**src/sdrbs_pkg.sv**
```systemverilog
// sdrbs_pkg: constants, command codes, bank states and carrier structs for the
// sdram refresh / bank-state block.
// assumes a 125 MHz core_clk; all timing figures become cycle counts here.
package sdrbs_pkg;

  localparam int CLK_PERIOD_PS = 8000;

  // timing figures in picoseconds, counts derived (least times round up)
  localparam int PRECHARGE_PERIOD_PS          = 20000;
  localparam int REFRESH_CYCLE_TIME_PS        = 66000;
  localparam int ACTIVATE_TO_ACCESS_DELAY_PS  = 20000;
  localparam int SELF_REFRESH_EXIT_TIME_PS    = 67000;
  localparam int MIN_ROW_ACTIVE_TIME_PS       = 44000;
  localparam int MODE_LOAD_DELAY_PS           = 16000;
  localparam int BURST_LENGTH_CYCLES          = 4;
  // internal self-refresh interval: 7.813 us, longest time rounds down
  localparam int SELF_REFRESH_INTERVAL_PS     = 7813000;

  function automatic int cyc_up(input int ps);
    int c;
    c = (ps + CLK_PERIOD_PS - 1) / CLK_PERIOD_PS;
    return (c < 1) ? 1 : c;
  endfunction : cyc_up

  localparam int CNT_W = 12;
  localparam logic [CNT_W-1:0] PRECHARGE_CYC = CNT_W'(cyc_up(PRECHARGE_PERIOD_PS));
  localparam logic [CNT_W-1:0] REFRESH_CYC   = CNT_W'(cyc_up(REFRESH_CYCLE_TIME_PS));
  localparam logic [CNT_W-1:0] ACTIVATE_CYC  = CNT_W'(cyc_up(ACTIVATE_TO_ACCESS_DELAY_PS));
  localparam logic [CNT_W-1:0] SR_EXIT_CYC   = CNT_W'(cyc_up(SELF_REFRESH_EXIT_TIME_PS) < 2 ? 2
                                                      : cyc_up(SELF_REFRESH_EXIT_TIME_PS));
  localparam logic [CNT_W-1:0] ROW_ACTIVE_CYC = CNT_W'(cyc_up(MIN_ROW_ACTIVE_TIME_PS));
  localparam logic [CNT_W-1:0] MODE_LOAD_CYC = CNT_W'(cyc_up(MODE_LOAD_DELAY_PS));
  localparam logic [CNT_W-1:0] BURST_CYC     = CNT_W'(BURST_LENGTH_CYCLES);
  localparam logic [CNT_W-1:0] SR_INTERVAL_CYC = CNT_W'(SELF_REFRESH_INTERVAL_PS / CLK_PERIOD_PS);
  localparam logic [CNT_W-1:0] CNT_ZERO      = 12'h000;

  localparam int NUM_BANKS = 4;
  localparam int ROW_W     = 13;
  localparam int ADDR_W    = 13;
  localparam int AP_BIT    = 10;
  localparam logic [ROW_W-1:0] ROW_RESET = 13'h0000;

  typedef enum logic [2:0] {
    SDRBS_INHIBIT, SDRBS_NOP, SDRBS_ACTIVATE, SDRBS_REFRESH,
    SDRBS_MODE_LOAD, SDRBS_PRECHARGE, SDRBS_READ, SDRBS_WRITE
  } sdrbs_cmd_type;

  // burst stop shares no code with the others; carried as a flag
  typedef enum logic [3:0] {
    BANK_IDLE, BANK_ACTIVATING, BANK_ROW_ACTIVE, BANK_READ, BANK_WRITE,
    BANK_READ_AP, BANK_WRITE_AP, BANK_PRECHARGING
  } sdrbs_bank_state_type;

  typedef enum logic [2:0] {
    DEV_NORMAL, DEV_REFRESHING, DEV_MODE_LOAD, DEV_PRECHARGE_ALL,
    DEV_SELF_REFRESH, DEV_SR_EXIT
  } sdrbs_dev_state_type;

  // command pins as sampled
  typedef struct packed {
    logic              cke;
    logic              chip_select_n;
    logic              row_strobe_n;
    logic              column_strobe_n;
    logic              write_enable_n;
    logic              bank_select_high;
    logic              bank_select_low;
    logic [ADDR_W-1:0] addr;
  } sdrbs_pins_type;

  // decoded command handed to each bank
  typedef struct packed {
    logic valid;
    logic activate;
    logic read;
    logic write;
    logic precharge;
    logic burst_stop;
    logic auto_precharge_select_bit;
  } sdrbs_bank_cmd_type;

endpackage : sdrbs_pkg

```
**src/sdrbs_sync.sv**
```systemverilog
// sdrbs_sync: three-stage synchroniser with agreement of the last two stages.
// assumes the input is asynchronous to core_clk.
`timescale 1ns/1ns
module sdrbs_sync #(
  parameter int          WIDTH = 1,
  parameter logic [31:0] INIT  = 32'h0000_0000
) (
  // clock and reset
  input  wire logic             core_clk,
  input  wire logic             srst,
  // data
  input  wire logic [WIDTH-1:0] din,
  output logic      [WIDTH-1:0] dout
);
  logic [WIDTH-1:0] s1, s2, s3;
  logic [WIDTH-1:0] next_s1, next_s2, next_s3, next_dout;

  always_comb begin
    next_s1 = din;
    next_s2 = s1;
    next_s3 = s2;
    // a bit changes only once stages two and three agree
    for (int i = 0; i < WIDTH; i++) begin
      next_dout[i] = (s2[i] == s3[i]) ? s3[i] : dout[i];
    end
  end

  always_ff @(posedge core_clk) begin
    if (srst) begin
      s1   <= INIT[WIDTH-1:0];
      s2   <= INIT[WIDTH-1:0];
      s3   <= INIT[WIDTH-1:0];
      dout <= INIT[WIDTH-1:0];
    end else begin
      s1   <= next_s1;
      s2   <= next_s2;
      s3   <= next_s3;
      dout <= next_dout;
    end
  end
endmodule : sdrbs_sync

```
**src/sdrbs_bank.sv**
```systemverilog
// sdrbs_bank: state register and down-counter for one bank.
// assumes commands arrive already decoded and gated by the device state.
`timescale 1ns/1ns
module sdrbs_bank (
  // clock and reset
  input  wire logic                        core_clk,
  input  wire logic                        srst,
  // command to this bank, and burst stop when the latest read or write named it
  input  wire sdrbs_pkg::sdrbs_bank_cmd_type cmd,
  input  wire logic                        stop_here,
  // all-bank precharge
  input  wire logic                        precharge_all,
  // state
  output sdrbs_pkg::sdrbs_bank_state_type  state,
  output logic                             illegal
);
  sdrbs_pkg::sdrbs_bank_state_type next_state;
  logic [sdrbs_pkg::CNT_W-1:0]     cnt, next_cnt;
  logic                            next_illegal;
  logic                            busy_ap;

  always_comb begin
    next_state   = state;
    next_cnt     = (cnt != sdrbs_pkg::CNT_ZERO) ? cnt - 1'b1 : cnt;
    next_illegal = 1'b0;
    busy_ap      = (state == sdrbs_pkg::BANK_READ_AP) || (state == sdrbs_pkg::BANK_WRITE_AP);
    unique case (state)
      sdrbs_pkg::BANK_IDLE: begin
        if (cmd.activate) begin
          next_state = sdrbs_pkg::BANK_ACTIVATING;
          next_cnt   = sdrbs_pkg::ACTIVATE_CYC;
        end else if (cmd.read || cmd.write) begin
          next_illegal = 1'b1;
        end
        // precharge to an idle bank acts as a no-op for it
      end
      sdrbs_pkg::BANK_ACTIVATING, sdrbs_pkg::BANK_PRECHARGING,
      sdrbs_pkg::BANK_READ_AP, sdrbs_pkg::BANK_WRITE_AP: begin
        if (cmd.valid) begin
          next_illegal = 1'b1;
        end
        if (next_cnt == sdrbs_pkg::CNT_ZERO) begin
          next_state = (state == sdrbs_pkg::BANK_ACTIVATING) ? sdrbs_pkg::BANK_ROW_ACTIVE
                                                             : sdrbs_pkg::BANK_IDLE;
        end
      end
      default: begin
        // row active, read, write without auto precharge
        if (cmd.read || cmd.write) begin
          next_state = cmd.auto_precharge_select_bit
                     ? (cmd.read ? sdrbs_pkg::BANK_READ_AP : sdrbs_pkg::BANK_WRITE_AP)
                     : (cmd.read ? sdrbs_pkg::BANK_READ : sdrbs_pkg::BANK_WRITE);
          // auto precharge bursts run the burst then the precharge period
          next_cnt   = cmd.auto_precharge_select_bit ? sdrbs_pkg::BURST_CYC + sdrbs_pkg::PRECHARGE_CYC
                                                     : sdrbs_pkg::BURST_CYC;
        end else if (cmd.precharge) begin
          next_state = sdrbs_pkg::BANK_PRECHARGING;
          next_cnt   = sdrbs_pkg::PRECHARGE_CYC;
        end else if (cmd.activate) begin
          next_illegal = 1'b1;
        end else if (stop_here && state != sdrbs_pkg::BANK_ROW_ACTIVE) begin
          next_state = sdrbs_pkg::BANK_ROW_ACTIVE;
          next_cnt   = sdrbs_pkg::CNT_ZERO;
        end else if (state != sdrbs_pkg::BANK_ROW_ACTIVE && next_cnt == sdrbs_pkg::CNT_ZERO) begin
          next_state = sdrbs_pkg::BANK_ROW_ACTIVE;
        end
      end
    endcase
    if (precharge_all && !busy_ap && state != sdrbs_pkg::BANK_ACTIVATING) begin
      next_state = sdrbs_pkg::BANK_IDLE;
      next_cnt   = sdrbs_pkg::CNT_ZERO;
    end
  end

  always_ff @(posedge core_clk) begin
    if (srst) begin
      state   <= sdrbs_pkg::BANK_IDLE;
      cnt     <= sdrbs_pkg::CNT_ZERO;
      illegal <= 1'b0;
    end else begin
      state   <= next_state;
      cnt     <= next_cnt;
      illegal <= next_illegal;
    end
  end
endmodule : sdrbs_bank

```
**src/sdrbs_top.sv**
```systemverilog
// sdrbs_top: command decode, all-bank operations, refresh counter and
// self refresh for a four-bank sdram, one state machine per bank.
// assumes the command pins come from a controller outside core_clk's domain
// and pass the synchroniser; the self-refresh timer runs from core_clk,
// standing in for the device's own oscillator.
`timescale 1ns/1ns

// Summary of operation
// - Auto refresh row comes from the internal counter; address inputs ignored.
// - Self refresh entry is the refresh pattern with clock-enable sampled low.
// - In self refresh only clock-enable matters; controller holds it low.
// - In self refresh the device times and performs refreshes itself.
// - Automotive parts offer no self refresh.
// - Command decode from chip-select, row, column strobe and write enable.
// - Precharge to an idle bank leaves it unchanged, acting as no-op.
// - Refresh and mode load need all banks idle and address no bank.
// - Active or plain-bursting bank accepts reads and writes, starting new burst.
// - Precharge during a plain burst cuts it short and starts precharging.
// - Burst stop ends the latest plain read or write burst in any bank.
// - Activation ends after the access delay; precharges end after precharge period.
// - Refresh, mode load, precharge all take only no-ops, then all idle; precharge all does not idle banks that were activating or auto-precharging.
// - Precharge with auto-precharge bit high precharges all banks not activating or auto-precharging.
// - Read or write with that bit high precharges automatically at burst end.
module sdrbs_top #(
  parameter bit AUTOMOTIVE = 1'b0
) (
  // clock and reset
  input  wire logic                                   core_clk,
  input  wire logic                                   srst,
  // command and address pins from the controller
  input  wire sdrbs_pkg::sdrbs_pins_type              pins,
  // status
  output sdrbs_pkg::sdrbs_bank_state_type             bank_state [sdrbs_pkg::NUM_BANKS],
  output sdrbs_pkg::sdrbs_dev_state_type              dev_state,
  output logic                                        all_idle,
  output logic                                        self_refresh_active,
  // refresh activity and mode load values
  output logic                                        refresh_pulse,
  output logic [sdrbs_pkg::ROW_W-1:0]                 refresh_row,
  output logic [1:0]                                  mode_bank_bits,
  output logic [sdrbs_pkg::ADDR_W-1:0]                mode_opcode,
  // illegal command seen, one-cycle pulse
  output logic                                        illegal_cmd
);
  localparam int PIN_W = $bits(sdrbs_pkg::sdrbs_pins_type);

  sdrbs_pkg::sdrbs_pins_type        sp;
  logic [PIN_W-1:0]                 sp_bits;
  sdrbs_pkg::sdrbs_cmd_type         cmd;
  logic                             burst_stop;
  logic [1:0]                       bank_sel;
  logic                             ap_bit;
  sdrbs_pkg::sdrbs_bank_cmd_type    bank_cmd [sdrbs_pkg::NUM_BANKS];
  logic [sdrbs_pkg::NUM_BANKS-1:0]  stop_here;
  logic [sdrbs_pkg::NUM_BANKS-1:0]  bank_illegal;
  logic [sdrbs_pkg::NUM_BANKS-1:0]  bank_idle;
  logic                             pre_all;
  logic                             normal;

  sdrbs_pkg::sdrbs_dev_state_type   next_dev_state;
  logic [sdrbs_pkg::CNT_W-1:0]      busy_cnt, next_busy_cnt;
  logic [sdrbs_pkg::CNT_W-1:0]      sr_timer, next_sr_timer;
  logic [sdrbs_pkg::ROW_W-1:0]      next_refresh_row;
  logic                             next_refresh_pulse;
  logic [1:0]                       last_bank, next_last_bank;
  logic                             next_illegal_cmd;
  logic [1:0]                       next_mode_bank_bits;
  logic [sdrbs_pkg::ADDR_W-1:0]     next_mode_opcode;
  logic [4:0]                       cmd_pins, last_cmd_pins, next_last_cmd_pins;
  logic                             fresh;

  // pins come from outside the clock domain
  sdrbs_sync #(.WIDTH(PIN_W), .INIT(32'h0000_0000 | (32'h1 << (PIN_W - 2)))) u_sync (
    .core_clk (core_clk),
    .srst     (srst),
    .din      (pins),
    .dout     (sp_bits)
  );
  assign sp = sp_bits;

  // a command must stand two cycles to pass the filter, so only its first cycle
  // is taken; the same command twice in a row needs a nop between them
  assign cmd_pins = {sp.cke, sp.chip_select_n, sp.row_strobe_n, sp.column_strobe_n, sp.write_enable_n};
  assign fresh    = (cmd_pins != last_cmd_pins);

  // command decode
  always_comb begin
    burst_stop = 1'b0;
    if (sp.chip_select_n) begin
      cmd = sdrbs_pkg::SDRBS_INHIBIT;
    end else if (!fresh) begin
      cmd = sdrbs_pkg::SDRBS_NOP;
    end else begin
      unique case ({sp.row_strobe_n, sp.column_strobe_n, sp.write_enable_n})
        3'b111:  cmd = sdrbs_pkg::SDRBS_NOP;
        3'b011:  cmd = sdrbs_pkg::SDRBS_ACTIVATE;
        3'b001:  cmd = sdrbs_pkg::SDRBS_REFRESH;
        3'b000:  cmd = sdrbs_pkg::SDRBS_MODE_LOAD;
        3'b010:  cmd = sdrbs_pkg::SDRBS_PRECHARGE;
        3'b101:  cmd = sdrbs_pkg::SDRBS_READ;
        3'b100:  cmd = sdrbs_pkg::SDRBS_WRITE;
        default: begin
          cmd        = sdrbs_pkg::SDRBS_NOP;
          burst_stop = 1'b1;
        end
      endcase
    end
  end

  assign bank_sel = {sp.bank_select_high, sp.bank_select_low};
  assign ap_bit   = sp.addr[sdrbs_pkg::AP_BIT];
  assign normal   = (dev_state == sdrbs_pkg::DEV_NORMAL) && sp.cke;
  assign pre_all  = normal && (cmd == sdrbs_pkg::SDRBS_PRECHARGE) && ap_bit;

  // route bank commands; refresh and mode load address no bank
  always_comb begin
    for (int b = 0; b < sdrbs_pkg::NUM_BANKS; b++) begin
      bank_cmd[b]  = '0;
      stop_here[b] = normal && burst_stop && (last_bank == 2'(b));
      if (normal && bank_sel == 2'(b)) begin
        bank_cmd[b].activate  = (cmd == sdrbs_pkg::SDRBS_ACTIVATE);
        bank_cmd[b].read      = (cmd == sdrbs_pkg::SDRBS_READ);
        bank_cmd[b].write     = (cmd == sdrbs_pkg::SDRBS_WRITE);
        bank_cmd[b].precharge = (cmd == sdrbs_pkg::SDRBS_PRECHARGE) && !ap_bit;
        bank_cmd[b].auto_precharge_select_bit = ap_bit;
        bank_cmd[b].valid     = bank_cmd[b].activate || bank_cmd[b].read ||
                                bank_cmd[b].write || bank_cmd[b].precharge;
      end
    end
  end

  genvar g;
  generate
    for (g = 0; g < sdrbs_pkg::NUM_BANKS; g++) begin : gen_bank
      sdrbs_bank u_bank (
        .core_clk      (core_clk),
        .srst          (srst),
        .cmd           (bank_cmd[g]),
        .stop_here     (stop_here[g]),
        .precharge_all (pre_all),
        .state         (bank_state[g]),
        .illegal       (bank_illegal[g])
      );
      assign bank_idle[g] = (bank_state[g] == sdrbs_pkg::BANK_IDLE);
    end
  endgenerate

  assign all_idle            = &bank_idle && (dev_state == sdrbs_pkg::DEV_NORMAL);
  assign self_refresh_active = (dev_state == sdrbs_pkg::DEV_SELF_REFRESH);

  // device-wide state: refresh, mode load, precharge all, self refresh
  always_comb begin
    next_dev_state      = dev_state;
    next_busy_cnt       = (busy_cnt != sdrbs_pkg::CNT_ZERO) ? busy_cnt - 1'b1 : busy_cnt;
    next_sr_timer       = sr_timer;
    next_refresh_row    = refresh_row;
    next_refresh_pulse  = 1'b0;
    next_last_bank      = last_bank;
    next_illegal_cmd    = |bank_illegal;
    next_mode_bank_bits = mode_bank_bits;
    next_mode_opcode    = mode_opcode;
    next_last_cmd_pins  = cmd_pins;
    unique case (dev_state)
      sdrbs_pkg::DEV_NORMAL: begin
        if (sp.cke && (cmd == sdrbs_pkg::SDRBS_READ || cmd == sdrbs_pkg::SDRBS_WRITE)) begin
          next_last_bank = bank_sel;
        end
        if (cmd == sdrbs_pkg::SDRBS_REFRESH || cmd == sdrbs_pkg::SDRBS_MODE_LOAD) begin
          if (!(&bank_idle)) begin
            next_illegal_cmd = 1'b1;
          end else if (cmd == sdrbs_pkg::SDRBS_MODE_LOAD) begin
            next_dev_state      = sdrbs_pkg::DEV_MODE_LOAD;
            next_busy_cnt       = sdrbs_pkg::MODE_LOAD_CYC;
            next_mode_bank_bits = bank_sel;
            next_mode_opcode    = sp.addr;
          end else if (!sp.cke) begin
            if (AUTOMOTIVE) begin
              next_illegal_cmd = 1'b1;
            end else begin
              // the first internal refresh happens on entry
              next_dev_state     = sdrbs_pkg::DEV_SELF_REFRESH;
              next_sr_timer      = sdrbs_pkg::SR_INTERVAL_CYC;
              next_refresh_pulse = 1'b1;
              next_refresh_row   = refresh_row + 1'b1;
            end
          end else begin
            next_dev_state     = sdrbs_pkg::DEV_REFRESHING;
            next_busy_cnt      = sdrbs_pkg::REFRESH_CYC;
            next_refresh_pulse = 1'b1;
            next_refresh_row   = refresh_row + 1'b1;
          end
        end else if (pre_all) begin
          next_dev_state = sdrbs_pkg::DEV_PRECHARGE_ALL;
          next_busy_cnt  = sdrbs_pkg::PRECHARGE_CYC;
        end
      end
      sdrbs_pkg::DEV_REFRESHING, sdrbs_pkg::DEV_MODE_LOAD,
      sdrbs_pkg::DEV_PRECHARGE_ALL, sdrbs_pkg::DEV_SR_EXIT: begin
        if (!sp.chip_select_n && cmd != sdrbs_pkg::SDRBS_NOP) begin
          next_illegal_cmd = 1'b1;
        end
        if (next_busy_cnt == sdrbs_pkg::CNT_ZERO) begin
          next_dev_state = sdrbs_pkg::DEV_NORMAL;
        end
      end
      sdrbs_pkg::DEV_SELF_REFRESH: begin
        // every input but clock-enable is ignored here
        if (sp.cke) begin
          next_dev_state = sdrbs_pkg::DEV_SR_EXIT;
          next_busy_cnt  = sdrbs_pkg::SR_EXIT_CYC;
        end else if (sr_timer == sdrbs_pkg::CNT_ZERO) begin
          next_sr_timer      = sdrbs_pkg::SR_INTERVAL_CYC;
          next_refresh_pulse = 1'b1;
          next_refresh_row   = refresh_row + 1'b1;
        end else begin
          next_sr_timer = sr_timer - 1'b1;
        end
      end
      default: begin
        next_dev_state = sdrbs_pkg::DEV_NORMAL;
      end
    endcase
  end

  always_ff @(posedge core_clk) begin
    if (srst) begin
      dev_state      <= sdrbs_pkg::DEV_NORMAL;
      busy_cnt       <= sdrbs_pkg::CNT_ZERO;
      sr_timer       <= sdrbs_pkg::CNT_ZERO;
      refresh_row    <= sdrbs_pkg::ROW_RESET;
      refresh_pulse  <= 1'b0;
      last_bank      <= 2'h0;
      illegal_cmd    <= 1'b0;
      mode_bank_bits <= 2'h0;
      mode_opcode    <= 13'h0000;
      last_cmd_pins  <= 5'h08;
    end else begin
      dev_state      <= next_dev_state;
      busy_cnt       <= next_busy_cnt;
      sr_timer       <= next_sr_timer;
      refresh_row    <= next_refresh_row;
      refresh_pulse  <= next_refresh_pulse;
      last_bank      <= next_last_bank;
      illegal_cmd    <= next_illegal_cmd;
      mode_bank_bits <= next_mode_bank_bits;
      mode_opcode    <= next_mode_opcode;
      last_cmd_pins  <= next_last_cmd_pins;
    end
  end
endmodule : sdrbs_top

```
**config.mk**
```make
export PLATFORM = sky130hd
export DESIGN_NAME = sdrbs_top
export DESIGN_NICKNAME = d
export VERILOG_FILES = /design/src/sdrbs_pkg.sv /design/src/sdrbs_sync.sv /design/src/sdrbs_bank.sv /design/src/sdrbs_top.sv
export SDC_FILE = /design/constraint.sdc
export NUM_CORES = 1
export LEC_CHECK = 0
export ABC_CLOCK_PERIOD_IN_PS = 2980
export BUFFER_PORTS_ARGS = -buffer_cell sky130_fd_sc_hd__buf_2
export CAP_MARGIN = 20
export CORE_MARGIN = 2
export CORE_UTILIZATION = 30
export DETAILED_ROUTE_END_ITERATION = 16
export GPL_TIMING_DRIVEN = 0
export SYNTH_ARGS = -nofsm -noshare
export SYNTH_HDL_FRONTEND = slang
export SYNTH_SLANG_ARGS = --single-unit
export TNS_END_PERCENT = 50
```
**constraint.sdc**
```tcl
create_clock -name core_clk -period 2.98 [get_ports core_clk]
set_clock_uncertainty 0.1 [all_clocks]
set_input_delay 0.596 -clock core_clk [delete_from_list [all_inputs] [get_ports core_clk]]
set_output_delay 0.596 -clock core_clk [all_outputs]
set_load 0.02 [all_outputs]
```
Word-level counts from Yosys, hierarchy flattened
Index checks and enable logic that the tools add are counted.
{"block": "totals", "word_cells": 399, "ramBits": 0, "rom_bits": 0, "memories": 0, "latch_bits": 0, "reg_bits": 212, "in_bits": 22, "out_inout_bits": 51}
{"block": "op_classes", "magnitude_cmp": 0, "n_bitwise": 0, "add_sub_neg": 7, "n_div": 0, "mul": 0, "eq_ne": 91, "shift": 0, "muxes": 160, "reduce_logical": 96}
{"cell": "two-way mux 12 bit", "count": 36}
{"cell": "case mux 12 bit (2 select lines)", "count": 6}
{"cell": "two-way mux 4 bit", "count": 32}
{"cell": "logical NOT 12 bit", "count": 6}
{"cell": "subtractor 12 x 1 -> 12 bit (second input constant)", "count": 6}
{"cell": "two-way mux 13 bit", "count": 5}
{"cell": "nonzero test 12 bit", "count": 5}
{"cell": "== test 4 x 3 -> 1 bit (second input constant)", "count": 12}
{"cell": "two-way mux 1 bit", "count": 39}
{"cell": "two-way mux 3 bit", "count": 13}
{"cell": "logical AND 1 bit", "count": 32}
{"cell": "case mux 4 bit (2 select lines)", "count": 4}
{"cell": "== test 3 bit (second input constant)", "count": 9}
{"cell": "case mux 13 bit (2 select lines)", "count": 1}
{"cell": "two-way mux 2 bit", "count": 12}
{"cell": "AND reduction 4 bit", "count": 6}
{"cell": "nonzero test 6 bit", "count": 4}
{"cell": "OR reduction 4 bit", "count": 6}
{"cell": "== test 1 bit", "count": 20}
{"cell": "two-way mux 5 bit", "count": 4}
{"cell": "!= test 5 x 2 -> 1 bit (second input constant)", "count": 4}
{"cell": "== test 3 x 2 -> 1 bit (second input constant)", "count": 6}
{"cell": "case mux 3 bit (6 select lines)", "count": 1}
{"cell": "== test 4 x 1 -> 1 bit (second input constant)", "count": 4}
{"cell": "other kinds (24)", "count": 81}

Depth between registers and ports, before layout
{"block": "logic_depth", "depth_word": 13, "ltp_mapped": 13, "depth_no_buf": 11}

Cells and area by module
From an unflattened synthesis, not the netlist that was laid out.
{"block": "hier_totals", "hier_cells": 1322, "hier_area_um2": 10711.5}
{"module": "sdrbs_top", "area_each_um2": 3594.7, "cells_per_inst": 479, "instances": 1, "seq_area_each_um2": 1281.2}
{"module": "sdrbs_bank (gen_bank[1].u_bank ...)", "area_each_um2": 1187.4, "cells_per_inst": 158, "instances": 3, "seq_area_each_um2": 320.3}
{"module": "sdrbs_sync", "area_each_um2": 2306.0, "cells_per_inst": 209, "instances": 1, "seq_area_each_um2": 1601.5}
{"module": "sdrbs_bank (gen_bank[0].u_bank)", "area_each_um2": 1248.7, "cells_per_inst": 160, "instances": 1, "seq_area_each_um2": 320.3}

Worst setup path after synthesis
Ideal clock, no wire load.
{"block": "synth_path", "path_kind": "register to register", "start": "register gen_bank[3].u_bank.cnt[0] in the netlist's numbering", "end": "register gen_bank[3].u_bank.state[1]", "arrival_time_ps": 2945, "path_slack_ps": -184, "synth_period_minus_slack_ps": 3164, "required_time_ps": 2760, "n_path_buf": 2, "path_stages_with_launch": 13, "setup_time_ps": 120, "path_cell_list": "dfxtp_1 clkbuf_1 inv_1 ha_1 or3b_2 clkbuf_1 nor3_1 mux2_2 a2111oi_4 a21oi_1 o21bai_4 and2_0 o31a_1"}
{"block": "synth_between", "elab_chain_len": 6, "word_cells_on_any_way": 8, "cone_classes": "1 x add/sub; 1 x eq/ne; 1 x mux; 5 x reduce/logical"}
{"item": "from (decl)", "line_no": "sdrbs_bank.sv:18", "text": "logic [sdrbs_pkg::CNT_W-1:0] cnt, next_cnt;"}
{"item": "from (signal assigned)", "line_no": "sdrbs_bank.sv:78", "text": "cnt <= sdrbs_pkg::CNT_ZERO;"}
{"item": "from (signal assigned)", "line_no": "sdrbs_bank.sv:82", "text": "cnt <= next_cnt;"}
{"item": "subtractor 12 x 1 -> 12 bit / nonzero test 12 bit (equally long branches)", "line_no": "sdrbs_bank.sv:24", "text": "next_cnt = (cnt != sdrbs_pkg::CNT_ZERO) ? cnt - 1'b1 : cnt;"}
{"item": "two-way mux 12 bit *", "line_no": "sdrbs_bank.sv:24"}
{"item": "logical NOT 12 bit *", "line_no": "sdrbs_bank.sv:42, sdrbs_bank.sv:64"}
{"item": "logical AND 1 bit", "line_no": "sdrbs_bank.sv:64", "text": "end else if (state != sdrbs_pkg::BANK_ROW_ACTIVE && next_cnt == sdrbs_pkg::CNT_ZERO) begin"}
{"item": "nonzero test 6 bit (no source line)"}
{"item": "AND reduction 4 bit (no source line) *"}
{"item": "to (signal assigned)", "line_no": "sdrbs_bank.sv:77", "text": "state <= sdrbs_pkg::BANK_IDLE;"}
{"item": "to (signal assigned)", "line_no": "sdrbs_bank.sv:81", "text": "state <= next_state;"}
{"item": "to (decl)", "line_no": "sdrbs_bank.sv:14", "text": "output sdrbs_pkg::sdrbs_bank_state_type state,"}
Every way passes the cells marked *; elsewhere a longest branch is shown, timed or not.
A chain may end at the register's enable or synchronous reset.

Worst setup path after layout
{"block": "layout_path", "start": "register u_sync.dout[17]", "end": "register gen_bank[0].u_bank.state[0]"}
{"block": "layout_between", "elab_chain_len": 13, "word_cells_on_any_way": 42, "cone_classes": "13 x eq/ne; 15 x mux; 14 x reduce/logical"}
{"item": "from (decl)", "line_no": "sdrbs_sync.sv:13", "text": "output logic [WIDTH-1:0] dout"}
{"item": "from (signal assigned)", "line_no": "sdrbs_sync.sv:33", "text": "dout <= INIT[WIDTH-1:0];"}
{"item": "from (signal assigned)", "line_no": "sdrbs_sync.sv:38", "text": "dout <= next_dout;"}
{"item": "== test 3 bit, or another cell as far along", "line_no": "sdrbs_top.sv:94", "text": "unique case ({sp.row_strobe_n, sp.column_strobe_n, sp.write_enable_n})"}
{"item": "OR reduction 7 bit (no source line)"}
{"item": "two-way mux 1 bit", "line_no": "sdrbs_top.sv:94"}
{"item": "two-way mux 1 bit", "line_no": "sdrbs_top.sv:91", "text": "end else if (!fresh) begin"}
{"item": "two-way mux 1 bit", "line_no": "sdrbs_top.sv:89", "text": "if (sp.chip_select_n) begin"}
{"item": "logical AND 1 bit (2 in a row)", "line_no": "sdrbs_top.sv:119", "text": "stop_here[b] = normal && burst_stop && (last_bank == 2'(b));"}
{"item": "logical AND 1 bit", "line_no": "sdrbs_bank.sv:61", "text": "end else if (stop_here && state != sdrbs_pkg::BANK_ROW_ACTIVE) begin"}
{"item": "two-way mux 4 bit", "line_no": "sdrbs_bank.sv:61"}
{"item": "two-way mux 4 bit", "line_no": "sdrbs_bank.sv:59", "text": "end else if (cmd.activate) begin"}
{"item": "two-way mux 4 bit", "line_no": "sdrbs_bank.sv:56", "text": "end else if (cmd.precharge) begin"}
{"item": "two-way mux 4 bit", "line_no": "sdrbs_bank.sv:49", "text": "if (cmd.read || cmd.write) begin"}
{"item": "case mux 4 bit (2 select lines)", "line_no": "sdrbs_bank.sv:27", "text": "unique case (state)"}
{"item": "to (signal assigned)", "line_no": "sdrbs_bank.sv:77"}
{"item": "to (signal assigned)", "line_no": "sdrbs_bank.sv:81"}
{"item": "to (decl)", "line_no": "sdrbs_bank.sv:14"}
Several ways; a longest one is shown, not always the timed one. The select of a mux whose other input is x is not followed.

==> impl.org <==
** Outcome
- The flow ran to the end, and the final reports show no timing, DRC or antenna violations.

** Place
- During placement, the flow inserted port buffers numbering 68.
- Counting tap cells, the placed design contains a total of 1,803 instances.
- Placer's final routability congestion estimate :: 0.857
- After legalization and detailed placement, the total HPWL measured 19.6 mm.

** Die
- The floorplan step defined a core boundary enclosing 34,400 µm².
- In this run the horizontal extent of the chip is 191 µm.
- The die is 191 µm tall.
- Top-Level Pins :: 73
- # rows :: 68
- Initial Util :: 30.4%
- Total Die Area :: 36,300 µm²

** Critical path
- Data arrives at the worst endpoint at 3.27 ns.
- For the worst flop-to-flop path, the logic depth is 10.
- Worst Path Class, Setup :: reg2reg
- The worst setup path is launched from a register.
- In this run the worst path has a maximum fanout of 10.
- Required time at the endpoint of the critical path :: 3.30 ns
- Crit path capture type :: register

** Detailed routing
- Routed len/inst :: 15.0 µm
- The count of nets left with antenna violations once routing finished came out at 0.
- The pre-antenna-repair detailed-routing pass consisted of 6 iterations.
- Summed over all layers, the routed wires come to 27.8 mm.
- Number of DRC markers in iteration 0 :: 922
- Remaining routing DRC violations :: 0
- Dividing the detail-routed via count by the number of cells gives 5.18.
- Across all layers, the routed design uses 9,620 vias.

** Pwr
- The analysis attributes to cell leakage a power of 4.83 nW.
- Part of the total power dissipated in combinational logic :: 35.9%
- Of the total power, the clock network draws 31.2%.
- Sequential fraction of design power :: 32.9%
- Pwr Total :: 0.0105 W
- Internal power summed over all cells :: 0.00682 W
- IR analysis of the VDD net gives a maximum drop of 0.400 mV.
- Pwr per Cell Area :: 828 nW/µm²
- Switching part of the total power :: 35.0%
- Net load switching power :: 0.00368 W

** Synthesis
- The Yosys step of the flow raised 0 warnings.
- In the synthesized netlist the async set-or-reset flop fraction comes to 0%.
- Register area share after synthesis :: 39.9%
- Number of synthesized register bits :: 208
- Count of cell types in the netlist :: 93
- Mean post-synth cell area :: 8.17 µm²
- Synth Cell Area :: 10,400 µm²
- Post-Synthesis Cells :: 1,277
- The synthesized design contains 0 enable-type register cells.
- Ys flop type :: sky130_fd_sc_hd__dfxtp_1

** STA
- The count of final max-slew check failures is 0.
- Adding up every negative setup slack in the final design gives 0 ns.
- For the pin with the worst max-slew slack, the measured transition is 0.753 ns.
- The final hold violation count was 0.
- Max_slew headroom :: 49.8%
- After layout, the minimum clock period comes to 2.95 ns.
- Setup repair after global routing could not meet its margin everywhere.
- Setup violations remaining at the end of the flow were counted as 0.
- Fmax :: 339 MHz
- Fraction of the cycle the final worst path needs :: 99.0%
- The tightest hold path in the finished design has a slack of 0.147 ns.

** Finish
- Share of the core filled with cells in the final layout :: 36.9%
- Leaving out fill and tap cells, the most frequent cells in the layout are sky130_fd_sc_hd__dfxtp_1, sky130_fd_sc_hd__nand2_1, sky130_fd_sc_hd__nor2_1, sky130_fd_sc_hd__a21oi_1, sky130_fd_sc_hd__nor2b_1.
- Share of layout cells above drive strength 1 :: 17.0%
- Final Non-Filler Cells :: 1,856
- At the end of the flow, the number of nets in the layout was 1,424.
- Layout overhead on the synthesized area :: 21.5%
- Number of diodes added for antenna fixing :: 0
- Most common library cell in the layout ignoring fill and taps :: sky130_fd_sc_hd__dfxtp_1

** GRT
- Wire length of the first global-routing pass :: 44.6 mm
- Summed over all layers, the global routing overflow is 0.
- Largest net degree at the start of global routing :: 14
- All-layer global routing usage :: 14.7%
- The number of global-route vias before repair is 8,922.
- Antenna violations before repair :: 0

** Min path
- Count of cells along the worst hold path :: 2
- In this run the worst hold path is classified as in2reg.

** Clocking
- Clock latency on the worst-skew pair, taken at its later pin, is 0.53 ns.
- After clock tree synthesis, the clock-pin slew on the worst setup and hold paths is 0.06 ns.
- The tree is rooted in a sky130_fd_sc_hd__clkbuf_16.
- Max H-tree Level :: 1
- Counting every sink on the clock net gives 208.
- The number of clock buffers added by TritonCTS is 23.
- Maximum number of buffers from clock root to sink :: 3
- CTS tree :: built

** Job
- Maxcap violations :: 0
## worst paths after layout
check	to	startpoint	slack [ns]
worst min register to register	u_sync.next_s3[18]$_SDFF_PP1_	u_sync.next_s2[18]$_SDFF_PP1_	0.33
worst min-delay path	u_sync.next_s2[18]$_SDFF_PP1_	pins[18]	0.15
worst max-delay path	gen_bank[0].u_bank.state[0]$_SDFFE_PP0P_	u_sync.dout[17]$_SDFFE_PP0N_	0.03
worst max register to register	gen_bank[0].u_bank.state[0]$_SDFFE_PP0P_	u_sync.dout[17]$_SDFFE_PP0N_	0.03
## per-stage QoR
stage,instance area (µm²),worst slack [ns]
floorplan,10500,0.0219
global placement,11400,-0.660
detailed placement,11400,-0.645
CTS,12400,-0.0649
global route,12700,-0.104
finish,12700,0.0301
## metal layers
metal	global-route usage (%)	part of all wire (%)	vias up
met3	2.04	5.5	61
met4	5.10	2.8	0
met5	0	0	-
met2	24.0	46	277
met1	19.8	46	4495
li1	-	-	4787
## power groups by stage
stage                     Sequential, W  Clock (W)  Combinational, W
final                           0.00346    0.00327           0.00377
after global routing            0.00351    0.00346           0.00420
after CTS                       0.00341    0.00336           0.00357
after detailed placement        0.00347          0           0.00348
after global placement          0.00346          0           0.00345
after floorplan                 0.00342          0           0.00280
## registers in the layout, indices dropped and copies added, names as in the netlist, 13 cells and up
register             flops
u_sync.next_s3          20
gen_bank.u_bank.cnt     48
u_sync.dout             20
mode_opcode             13
refresh_row             13
u_sync.next_s2          20
u_sync.s3               20
## cell type report
cell class	count	area, µm²
tap	455	569
multi-input combinational	968	6140
sequential	208	4180
inverter	36	140
fill	3586	21700
buffer	58	265
clock inverter	10	221
timing repair buffer	90	505
clock buffer	31	666
## critical path: stages, from the launching register on
cell and delay [ns]:
sky130_fd_sc_hd__dfxtp_1 0.29, sky130_fd_sc_hd__buf_2 0.17, sky130_fd_sc_hd__xnor2_1 0.26, sky130_fd_sc_hd__nand3_2 0.25, sky130_fd_sc_hd__buf_4 0.26, sky130_fd_sc_hd__o211ai_1 0.35, sky130_fd_sc_hd__o22ai_2 0.15, sky130_fd_sc_hd__or3b_4 0.44
sky130_fd_sc_hd__o32ai_2 0.24, sky130_fd_sc_hd__nor3_2 0.08, sky130_fd_sc_hd__o311ai_1 0.26
## logic make-up (layout without fill, tap and decap cells)
| logic type | count (synthesis) | after routing | synth area share, % |
|---|---|---|---|
| other | 1 | 4 | 0.0359 |
| XOR/XNOR | 38 | 38 | 3.19 |
| AO/OA/AOI/OAI | 315 | 315 | 20.2 |
| AND/OR/NAND/NOR | 573 | 574 | 28.4 |
| flip-flops | 208 | 208 | 39.9 |
| adder cells (fa/ha/maj) | 21 | 21 | 2.43 |
| buffers and inverters | 105 | 225 | 4.23 |
| multiplexers | 16 | 16 | 1.56 |
## Yosys cell counts, types with 5 or more instances
master / n / area share [%]
sky130_fd_sc_hd__nand3_1: 41 / 2.0
sky130_fd_sc_hd__a311oi_1: 11 / 0.92
sky130_fd_sc_hd__nand4_1: 11 / 0.66
sky130_fd_sc_hd__dfxtp_1: 208 / 40
sky130_fd_sc_hd__nand3b_1: 5 / 0.36
sky130_fd_sc_hd__a21oi_1: 108 / 5.2
sky130_fd_sc_hd__a31oi_1: 15 / 0.90
sky130_fd_sc_hd__or2_2: 12 / 0.72
sky130_fd_sc_hd__xor2_1: 17 / 1.4
sky130_fd_sc_hd__xnor2_1: 21 / 1.8
sky130_fd_sc_hd__inv_1: 36 / 1.3
sky130_fd_sc_hd__nor2_1: 132 / 4.7
sky130_fd_sc_hd__o31ai_1: 9 / 0.65
sky130_fd_sc_hd__or3_1: 14 / 0.84
sky130_fd_sc_hd__nor3_1: 48 / 2.3
sky130_fd_sc_hd__nand2_1: 141 / 5.1
sky130_fd_sc_hd__clkbuf_1: 52 / 1.9
sky130_fd_sc_hd__mux2i_1: 14 / 1.3
sky130_fd_sc_hd__buf_4: 5 / 0.36
sky130_fd_sc_hd__a21o_1: 5 / 0.36
sky130_fd_sc_hd__nor4_1: 15 / 0.90
sky130_fd_sc_hd__a2111oi_0: 5 / 0.42
sky130_fd_sc_hd__a221oi_1: 5 / 0.42
sky130_fd_sc_hd__o2111ai_1: 5 / 0.42
sky130_fd_sc_hd__or4_1: 10 / 0.72
sky130_fd_sc_hd__nor2b_1: 77 / 4.6
sky130_fd_sc_hd__and3_1: 8 / 0.48
sky130_fd_sc_hd__buf_2: 5 / 0.24
sky130_fd_sc_hd__ha_1: 17 / 2.0
sky130_fd_sc_hd__o21ai_0: 58 / 2.8
sky130_fd_sc_hd__and2_1: 6 / 0.36
sky130_fd_sc_hd__a211oi_1: 12 / 0.86
sky130_fd_sc_hd__nand2b_1: 18 / 1.1
sky130_fd_sc_hd__o211ai_1: 14 / 1.0
## repair_timing
| action | in CTS | in global routing |
|---|---|---|
| pin swaps | 9 | 20 |
| hold buffers | 0 | 0 |
| setup buffers | 6 | 16 |
| setup endpoints to repair | 79 | 82 |
| resized for setup | 19 | 58 |
| gates cloned | 0 | 1 |
Note: power is estimated with default switching activity, not from simulation.
